<file path="src/rtl/blcfg_pkg.sv">
package blcfg_pkg;

  // ************************************************************
  // Bus addressing
  // ************************************************************
  localparam logic [6:0] SLAVE_ADDR      = 7'h2C;
  localparam logic [7:0] OFS_SLEW        = 8'hA4;
  localparam logic [7:0] OFS_OCEN        = 8'hA5;
  localparam logic [7:0] OFS_CONTROL     = 8'hFF;

  // ************************************************************
  // Field positions and reset values
  // ************************************************************
  localparam int         SLEW_MSB        = 1;
  localparam int         OCEN_BIT        = 0;
  localparam int         SAVE_BIT        = 7;
  localparam int         RDSEL_BIT       = 0;
  localparam logic [1:0] SLEW_RESET      = 2'h0;
  localparam logic       OCEN_RESET      = 1'b0;
  localparam logic       SAVE_RESET      = 1'b0;
  localparam logic       RDSEL_RESET     = 1'b0;
  localparam logic [7:0] NV_RESET        = 8'h00;

  // ************************************************************
  // Timing
  // ************************************************************
  localparam int         CLK_PERIOD_NS   = 5;
  localparam int         SAVE_TIME_MS    = 50;
  localparam int         SAVE_CYCLES     = (SAVE_TIME_MS * 1000000) / CLK_PERIOD_NS;
  localparam int         NV_ENTRIES      = 2;
  localparam int         SAVE_CNT_W      = 24;

endpackage : blcfg_pkg

</file>
<file path="src/rtl/blcfg_nv_store.sv">
`timescale 1ns/100ps
`default_nettype none

module blcfg_nv_store #(
  parameter int unsigned SAVE_CYCLES = blcfg_pkg::SAVE_CYCLES
) (
  input  wire logic       ref_clk_i,
  input  wire logic       rst_n_i,
  input  wire logic       save_start_i,
  input  wire logic [7:0] slew_word_i,
  input  wire logic [7:0] ocen_word_i,
  output logic            busy_o,
  output logic            done_o,
  output logic [7:0]      nv_slew_o,
  output logic [7:0]      nv_ocen_o
);

  // ************************************************************
  // Save engine
  // ************************************************************
  // The save time is shared evenly among the entries, one array write per slot.
  localparam int unsigned SLOT = (SAVE_CYCLES / blcfg_pkg::NV_ENTRIES > 0) ?
                                 SAVE_CYCLES / blcfg_pkg::NV_ENTRIES : 1;

  logic [7:0]                      nv_mem [blcfg_pkg::NV_ENTRIES];
  logic [7:0]                      snap   [blcfg_pkg::NV_ENTRIES];
  logic [blcfg_pkg::SAVE_CNT_W-1:0] cnt;
  logic                            idx;
  logic                            slot_end;

  assign slot_end  = (cnt == blcfg_pkg::SAVE_CNT_W'(SLOT - 1));
  assign nv_slew_o = nv_mem[0];
  assign nv_ocen_o = nv_mem[1];

  always_ff @(posedge ref_clk_i) begin
    done_o <= 1'b0;
    if (!rst_n_i) begin
      busy_o <= 1'b0;
      cnt    <= '0;
      idx    <= 1'b0;
      for (int i = 0; i < blcfg_pkg::NV_ENTRIES; i++) begin
        nv_mem[i] <= blcfg_pkg::NV_RESET;
        snap[i]   <= blcfg_pkg::NV_RESET;
      end
    end else if (!busy_o) begin
      if (save_start_i) begin
        busy_o  <= 1'b1;
        cnt     <= '0;
        idx     <= 1'b0;
        snap[0] <= slew_word_i;
        snap[1] <= ocen_word_i;
      end
    end else if (slot_end) begin
      nv_mem[idx] <= snap[idx];
      cnt         <= '0;
      idx         <= ~idx;
      if (idx) begin
        busy_o <= 1'b0;
        done_o <= 1'b1;
      end
    end else begin
      cnt <= cnt + 1'b1;
    end
  end

endmodule : blcfg_nv_store

`default_nettype wire

</file>
<file path="src/rtl/blcfg_regs.sv">
`timescale 1ns/100ps
`default_nettype none

module blcfg_regs #(
  parameter int unsigned SAVE_CYCLES = blcfg_pkg::SAVE_CYCLES
) (
  input  wire logic       ref_clk_i,
  input  wire logic       rst_n_i,
  input  wire logic       scl_i,
  input  wire logic       sda_i,
  output logic            scl_o,
  output logic            scl_oe_o,
  output logic            sda_o,
  output logic            sda_oe_o,
  output logic [1:0]      slew_rate_sel_o,
  output logic            overcurrent_shutdown_en_o,
  output logic            nv_read_select_o,
  output logic            nv_save_trigger_o
);

  // ************************************************************
  // Pin synchronisers and bus conditions
  // ************************************************************
  logic [1:0] scl_sync;
  logic [1:0] sda_sync;
  logic       scl_d;
  logic       sda_d;

  always_ff @(posedge ref_clk_i) begin
    if (!rst_n_i) begin
      scl_sync <= 2'h3;
      sda_sync <= 2'h3;
      scl_d    <= 1'b1;
      sda_d    <= 1'b1;
    end else begin
      scl_sync <= {scl_sync[0], scl_i};
      sda_sync <= {sda_sync[0], sda_i};
      scl_d    <= scl_sync[1];
      sda_d    <= sda_sync[1];
    end
  end

  wire scl_s     = scl_sync[1];
  wire sda_s     = sda_sync[1];
  wire scl_rise  = scl_s & ~scl_d;
  wire scl_fall  = ~scl_s & scl_d;
  wire start_det = scl_s & scl_d & sda_d & ~sda_s;
  wire stop_det  = scl_s & scl_d & ~sda_d & sda_s;

  // ************************************************************
  // Protocol state
  // ************************************************************
  typedef enum logic [2:0] {
    BLCFG_IDLE, BLCFG_ADDR, BLCFG_ACK, BLCFG_RX, BLCFG_TX, BLCFG_TXACK
  } blcfg_state_t;

  blcfg_state_t state;
  logic [7:0]   shift;
  logic [3:0]   bit_cnt;
  logic         rd_mode;
  logic         ptr_valid;
  logic         addr_ack;
  logic [7:0]   reg_ptr;
  logic [1:0]   slew;
  logic         ocen;
  logic         save_trig;
  logic         rd_sel;
  logic         nv_busy;
  logic         nv_done;
  logic [7:0]   nv_slew;
  logic [7:0]   nv_ocen;

  // ************************************************************
  // Register views and decode
  // ************************************************************
  wire [7:0] slew_word = {6'h00, slew};
  wire [7:0] ocen_word = {7'h00, ocen};
  wire [7:0] ctrl_word = {save_trig, 6'h00, rd_sel};

  wire hit_slew = (reg_ptr == blcfg_pkg::OFS_SLEW);
  wire hit_ocen = (reg_ptr == blcfg_pkg::OFS_OCEN);
  wire hit_ctrl = (reg_ptr == blcfg_pkg::OFS_CONTROL);

  wire [7:0] src_slew = rd_sel ? nv_slew : slew_word;
  wire [7:0] src_ocen = rd_sel ? nv_ocen : ocen_word;
  wire [7:0] rd_data  = hit_slew ? src_slew :
                        hit_ocen ? src_ocen :
                        hit_ctrl ? ctrl_word : 8'h00;

  wire byte_done  = scl_fall & (bit_cnt == 4'h8);
  wire addr_match = (shift[7:1] == blcfg_pkg::SLAVE_ADDR);
  wire data_byte  = (state == BLCFG_RX) & byte_done & ptr_valid;
  wire wr_slew    = data_byte & hit_slew;
  wire wr_ocen    = data_byte & hit_ocen;
  wire wr_ctrl    = data_byte & hit_ctrl;
  wire save_go    = stop_det & save_trig & ~nv_busy;

  // ************************************************************
  // Byte engine
  // ************************************************************
  always_ff @(posedge ref_clk_i) begin
    if (!rst_n_i) begin
      state     <= BLCFG_IDLE;
      shift     <= 8'h00;
      bit_cnt   <= 4'h0;
      rd_mode   <= 1'b0;
      ptr_valid <= 1'b0;
      addr_ack  <= 1'b0;
      reg_ptr   <= 8'h00;
    end else if (start_det) begin
      state   <= BLCFG_ADDR;
      bit_cnt <= 4'h0;
    end else if (stop_det) begin
      state <= BLCFG_IDLE;
    end else begin
      case (state)
        BLCFG_ADDR, BLCFG_RX: begin
          if (scl_rise) begin
            shift   <= {shift[6:0], sda_s};
            bit_cnt <= bit_cnt + 4'h1;
          end else if (byte_done) begin
            bit_cnt <= 4'h0;
            if (state == BLCFG_ADDR) begin
              state    <= addr_match ? BLCFG_ACK : BLCFG_IDLE;
              rd_mode  <= shift[0];
              addr_ack <= 1'b1;
              if (!shift[0]) begin
                ptr_valid <= 1'b0;
              end
            end else begin
              state    <= BLCFG_ACK;
              addr_ack <= 1'b0;
              if (!ptr_valid) begin
                reg_ptr   <= shift;
                ptr_valid <= 1'b1;
              end else begin
                reg_ptr <= reg_ptr + 8'h01;
              end
            end
          end
        end
        BLCFG_ACK: begin
          if (scl_fall) begin
            if (rd_mode) begin
              state <= BLCFG_TX;
              shift <= rd_data;
            end else begin
              state <= BLCFG_RX;
            end
          end
        end
        BLCFG_TX: begin
          if (scl_fall) begin
            if (bit_cnt == 4'h7) begin
              state   <= BLCFG_TXACK;
              bit_cnt <= 4'h0;
            end else begin
              shift   <= {shift[6:0], 1'b0};
              bit_cnt <= bit_cnt + 4'h1;
            end
          end
        end
        BLCFG_TXACK: begin
          if (scl_rise) begin
            if (sda_s) begin
              state <= BLCFG_IDLE;
            end else begin
              reg_ptr <= reg_ptr + 8'h01;
            end
          end else if (scl_fall) begin
            state <= BLCFG_TX;
            shift <= rd_data;
          end
        end
        default: begin
          state <= BLCFG_IDLE;
        end
      endcase
    end
  end

  // ************************************************************
  // Working registers
  // ************************************************************
  // Writes land on the acknowledge, so the new setting drives the outputs next cycle.
  always_ff @(posedge ref_clk_i) begin
    if (!rst_n_i) begin
      slew      <= blcfg_pkg::SLEW_RESET;
      ocen      <= blcfg_pkg::OCEN_RESET;
      save_trig <= blcfg_pkg::SAVE_RESET;
      rd_sel    <= blcfg_pkg::RDSEL_RESET;
    end else begin
      if (wr_slew) begin
        slew <= shift[blcfg_pkg::SLEW_MSB:0];
      end
      if (wr_ocen) begin
        ocen <= shift[blcfg_pkg::OCEN_BIT];
      end
      if (wr_ctrl) begin
        rd_sel    <= shift[blcfg_pkg::RDSEL_BIT];
        save_trig <= shift[blcfg_pkg::SAVE_BIT];
      end else if (nv_done) begin
        save_trig <= 1'b0;
      end
    end
  end

  // ************************************************************
  // Nonvolatile store
  // ************************************************************
  blcfg_nv_store #(
    .SAVE_CYCLES (SAVE_CYCLES)
  ) u_nv_store (
    .ref_clk_i    (ref_clk_i),
    .rst_n_i      (rst_n_i),
    .save_start_i (save_go),
    .slew_word_i  (slew_word),
    .ocen_word_i  (ocen_word),
    .busy_o       (nv_busy),
    .done_o       (nv_done),
    .nv_slew_o    (nv_slew),
    .nv_ocen_o    (nv_ocen)
  );

  // ************************************************************
  // Pin drivers
  // ************************************************************
  // Stretching only in the address acknowledge keeps the master parked before any
  // register is touched, so a transfer never observes a half-written store.
  wire stretch  = (state == BLCFG_ACK) & addr_ack & nv_busy;
  wire ack_low  = (state == BLCFG_ACK);
  wire tx_low   = (state == BLCFG_TX) & ~shift[7];

  assign scl_o                     = 1'b0;
  assign sda_o                     = 1'b0;
  assign scl_oe_o                  = stretch;
  assign sda_oe_o                  = ack_low | tx_low;
  assign slew_rate_sel_o           = slew;
  assign overcurrent_shutdown_en_o = ocen;
  assign nv_read_select_o          = rd_sel;
  assign nv_save_trigger_o         = save_trig;

endmodule : blcfg_regs

`default_nettype wire

</file>
<file path="config.mk">
export PLATFORM = sky130hd
export DESIGN_NAME = blcfg_regs
export DESIGN_NICKNAME = d
export VERILOG_FILES = /design/src/rtl/blcfg_pkg.sv /design/src/rtl/blcfg_nv_store.sv /design/src/rtl/blcfg_regs.sv
export SDC_FILE = /design/constraint.sdc
export NUM_CORES = 1
export LEC_CHECK = 0
export BUFFER_PORTS_ARGS = -buffer_cell sky130_fd_sc_hd__buf_2
export CAP_MARGIN = 0
export CORE_ASPECT_RATIO = 1.25
export CORE_MARGIN = 2
export CORE_UTILIZATION = 40
export CTS_BUF_LIST = sky130_fd_sc_hd__clkbuf_8
export DETAILED_ROUTE_END_ITERATION = 7
export SLEW_MARGIN = 20
export SYNTH_ARGS = -nofsm -noshare
export SYNTH_HDL_FRONTEND = slang
export SYNTH_SLANG_ARGS = --single-unit
export TNS_END_PERCENT = 1
</file>
<file path="constraint.sdc">
create_clock -name ref_clk_i -period 2.1 [get_ports ref_clk_i]
set_input_delay 0.42 -clock ref_clk_i [delete_from_list [all_inputs] [get_ports ref_clk_i]]
set_output_delay 0.42 -clock ref_clk_i [all_outputs]
set_load 0.005 [all_outputs]
</file>
---- Word level (Yosys, flattened, before mapping) ----
Memories as Yosys holds them, arrays and structs flattened. A register that Yosys moved wholly into a read port is not among the register bits.
Cells that the tools add are included.
word-level totals
  flip-flop bits (word level) ............. 64
  RAM bits ................................ 20
  bits of input ports ..................... 4
  output and inout port bits .............. 9
  logic and storage cells ................. 183
  memories kept ........................... 2
memories
  memory             words  bits a word  rd ports  clocked after Yosys merged registers in  write ports  line                  RTL
  u_nv_store.nv_mem  2      8            2         0                                        2            blcfg_nv_store.sv:25  logic [7:0] nv_mem [blcfg_pkg::NV_ENTRIES];
  u_nv_store.snap    2      2            1         1                                        2            blcfg_nv_store.sv:26  logic [7:0] snap [blcfg_pkg::NV_ENTRIES];
operators by class
  add/subtract/negate cells ............... 3
  equality and inequality tests ........... 37
  multiplexer cells ....................... 70
  bitwise logic cells ..................... 32
  reductions and logical operators ........ 19
operator list
  cell                   count
  $mux 8                 19
  $mux 24                3
  $pmux 8 s4             1
  $ne 2x2->1 const B     15
  $mux 1                 27
  $mux 3                 9
  $add 24x1->24 const B  1
  $eq 24x23->1 const B   1
  $eq 8x8->1 const B     3
  $ne 4x4->1 const B     5
  $and 1x1->1            18
  $mux 4                 4
  $pmux 8 s2             1
  $reduce_and 7->1       2
  $pmux 3 s4             1
  $reduce_and 6->1       2
  $not 1->1              11
  $ne 5x5->1 const B     2
  $reduce_and 10->1      1
  $ne 3x3->1 const B     3
  $add 8x1->8 const B    1
  $mux 2                 4
  $pmux 4 s2             1
  $reduce_and 8->1       1
  17 further kinds       25

---- Logic depth before layout (Yosys ltp) ----
  depth in word-level cells ............... 10
  depth in mapped cells ................... 9
  mapped depth without buffers ............ 7

---- Cells and area by module ----
Synthesis repeated with hierarchy kept, for this count alone.
unflattened totals
  cell total of the unflattened synthesis .. 573
  area total of the unflattened synthesis .. 5,228.8 µm²
by module, submodules not included
  module          instances  cells each  area each (µm²)
  blcfg_nv_store  1          267         2,742.6
  blcfg_regs      1          306         2,486.1

---- Worst setup path before layout ----
OpenSTA, ideal clock, no wires.
  kind .................................... register -> register
  from .................................... reg u_nv_store.cnt[10] (netlist bit)
  to ...................................... mem u_nv_store.nv_mem[0][0] (enable)
  arrival time ............................ 1.741 ns
  required time ........................... 1.773 ns
  setup slack ............................. 0.032 ns
  cell stages (with the launch flop) ...... 8
  period minus slack after synthesis ...... 2.068 ns
  cell sequence ........................... dfxtp_1 > buf_6 > or4_4 > nor4_4 > and3_1 > buf_6 > inv_1 > o21ai_0
RTL lines
  item                    line                  RTL
  from (decl)             blcfg_nv_store.sv:27  logic [blcfg_pkg::SAVE_CNT_W-1:0] cnt;
  from (signal assigned)  blcfg_nv_store.sv:62  cnt <= cnt + 1'b1;
  to (decl)               blcfg_nv_store.sv:25

==> flow_summary.yaml <==
drt:
  drt_wl_total_um: 9978
  antenna_left: 0
  vias: 3541
  vias_per_cell: 5.612
  drtPass1Iterations: 4
  drc: 0
  drtIter0Drc: 135
  wl_per_cell_um: 15.81
logic_synthesis:
  synth_top_family_by_area: "simple AND/OR/NAND/NOR gates"
  yosys_register_bits: 72
  avgSynthCellArea_um2: 8.374
  syn_inst: 469
  synthMuxAreaShare_pct: 3.122
  synth_cell_type_count: 69
  yosys.area_share.simple_pct: 28.99
  synthAdderAreaFrac_pct: 2.867
  syn_area_um2: 3928
  async_flop_share_pct: 0
  synth_xor_area_share_pct: 1.784
  ys_seq_area_share_pct: 38.48
  synth_ff_type: "dfxtp_1"
  yosys_warnings: 0
  synth-compound-area-share_pct: 19.40
  synth_edf_count: 7
cts:
  clockRootBuffer: "clkbuf_8"
  hold_buffers: 0
  numCtsBuffers: 9
  path_clk_slew_ps: 80
  cts_tree: "done"
  htree_num_levels: 3
  cts_setup_buffers: 0
  clock_sinks: 72
  worstSkewPairLatency_ps: 360
  cts.path.max_buffers: 2
layout:
  utilization_pct: 47.19
  fillCellCount: 937
  multi_input_area_um2: 2247
  mostFrequentLayoutCells: "dfxtp_1, nand2_1, a21oi_1, nor2_1, buf_4"
  seq_area_um2: 1513
  nets: 513
  layout-drive-gt1-share_pct: 16.83
  area_growth_pct: 15.45
  num_antenna_cells: 0
  layout_commonest_cell: "dfxtp_1"
  stdcell_count: 631
hold_path:
  hold_path_depth: 2
  hold_path.startpoint: "sda_i"
  hp-class: "in -> reg"
  whs_endpoint: "sda_sync[0]"
worst_setup_path:
  critical_path_buf_inv_count: 1
  cp.arrival_ps: 2220
  path_max_fanout: 5
  cp.required_ps: 2320
  crit_path_start_kind: "register"
  critPathKind: "reg -> reg"
  cp_top_family: "simple AND/OR/NAND/NOR gates"
  reg2reg_to: "u_nv_store.nv_mem[1][0]"
  max_stage_delay_ps: 560
  cpMaxStageDelayCell: "or4_4"
  crit-reg2reg-launch: "u_nv_store.cnt[7]"
  path_cells: "or4_4, nor4_4, and3_4, buf_4, nand3_2, nor2_1"
  reg2reg_slack_ps: 90
  ff2ff_path_depth: 6
  end_kind: "register"
place:
  place.port_buffers: 10
  dp_slack_ps: -85.98
  gp_congestion: 0.9379
  placed_cells: 615
  post-dp-hpwl_um: 7131
power:
  comb_power_share_pct: 4.0
  sw_frac_of_total_pct: 23.10
  clkPwrFrac_pct: 44.9
  power.internal_mw: 2.138
  p_switching_uw: 642.4
  p_leak_nw: 1.686
  power_mw: 2.781
  powerDensity_nw_per_um2: 613.3
  seqPwrFrac_pct: 51.1
  ir_drop_mv: 0.2834
grt:
  grtUsageTotal_pct: 19.98
  antenna_found_initial: 0
  overflow: 0
  first_global_vias: 3464
  grt_first_pass_wirelength_um: 16880
  grt_max_degree: 31
timing:
  period_needed_ps: 2007
  hold_viol: 0
  fin_crit_sh_pct: 95.57
  finalSetupViolCount: 0
  rsz0062_at_grt: "yes"
  fmax_mhz: 498.3
  clock_skew_ps: 11.16
  slew_headroom_pct: 49.49
  whs_ps: 259.2
  drv_slew: 0
  worstMarginPinSlew_ps: 755.2
  fin_ws_ps: 93.04
floorplan:
  die_y_um: 114.8
  core_um2: 9609
  std_cell_rows: 40
  dieArea_um2: 10630
  start_util_pct: 40.87
  die_x_um: 92.63
  io_pins: 13
status:
  status: "completed"
run:
  maxCapViolCount: 0
## final cells by class
| cell class | instances | area share [%] |
|---|---|---|
| timing repair buffer | 46 | 7.340 |
| clock buffer | 10 | 3.035 |
| inverter | 17 | 1.407 |
| sequential | 72 | 33.36 |
| multi-input combinational | 354 | 49.56 |
| tap | 126 | 3.477 |
| clock inverter | 6 | 1.821 |
## registers in the layout, summed over array words and instances (netlist names), 3 cells and up, named ones only
name	flops
u_nv_store.cnt	24
reg_ptr	8
shift	8
bit_cnt	4
u_nv_store.nv_mem	4
state	3
u_nv_store.snap	3
## worst max path at each step
| stage | from | end | slack, ps | cells after the start |
|---|---|---|---|---|
| 4_1_cts | u_nv_store.cnt[7] | u_nv_store.cnt[5] | 50 | 6 |
| 3_3_place_gp | u_nv_store.cnt[22] | u_nv_store.nv_mem[0][1] | -60 | 5 |
| 2_1_floorplan | u_nv_store.cnt[10] | u_nv_store.nv_mem[0][0] | 30 | 7 |
| 6_report | u_nv_store.cnt[7] | u_nv_store.nv_mem[1][0] | 90 | 6 |
| 5_1_grt | scl_sync[1] | shift[5] | -2 | 8 |
| 3_5_place_dp | u_nv_store.cnt[22] | u_nv_store.nv_mem[0][1] | -90 | 5 |
## worst reg2reg max path: cells and delay by family, from the launching register on
kind          cells  cell delay, ps
flops             1             360
simple gates      5            1380
buf+inv           1             130
## routing by layer
layer / global-route usage (%) / part of all wire (%) / vias to the layer above
li1: - / - / 1775
met1: 24.59 / 44 / 1664
met2: 34.16 / 50 / 88
met3: 3.735 / 4.1 / 14
met4: 8.922 / 2.3 / 0
met5: 0 / 0 / -
## synth_stat cells (6+ instances only)
cell | count | share of area (%)
nand3_1 | 27 | 3.4
and3_1 | 15 | 2.4
a311oi_1 | 6 | 1.3
nand2_1 | 46 | 4.4
dfxtp_1 | 65 | 33
and2_1 | 6 | 0.96
nor3_1 | 11 | 1.4
buf_2 | 9 | 1.1
mux2i_1 | 10 | 2.5
o21ai_0 | 22 | 2.8
nor2_1 | 35 | 3.3
nor2b_1 | 7 | 1.1
nand3b_1 | 8 | 1.5
a21oi_1 | 36 | 4.6
edfxtp_1 | 7 | 5.4
nand2b_1 | 16 | 2.5
nand4_1 | 6 | 0.96
clkbuf_1 | 13 | 1.2
a31oi_1 | 14 | 2.2
inv_1 | 16 | 1.5
ha_1 | 9 | 2.9
## power groups by stage
stage / clock network, mW / logic, mW / registers (mW)
floorplan: 0 / 0.0865 / 1.44
global route: 1.35 / 0.124 / 1.42
CTS: 1.27 / 0.111 / 1.42
finish: 1.25 / 0.112 / 1.42
global placement: 0 / 0.109 / 1.45
detailed placement: 0 / 0.111 / 1.45
## cells by family after synthesis
logic type	after synthesis
and+or+nand+nor	206
AOI/OAI and AO/OA	117
DFF	72
buffers and inverters	44
muxes	12
adders and majority gates	9
xor gates and xnor gates	8
other	1
## metrics by stage
step                      area, um2  TNS (ps)
after floorplan                3931         0
after detailed placement       4279    -299.0
final                          4534         0
after CTS                      4517         0
after global placement         4279    -127.0
after global routing           4534    -1.643
## what timing repair did
item | in CTS | in global routing
setup endpoints to repair | 13 | 23
pin swaps | 0 | 2
gates resized for setup | 5 | 5
(Power assumes the default switching activity.)
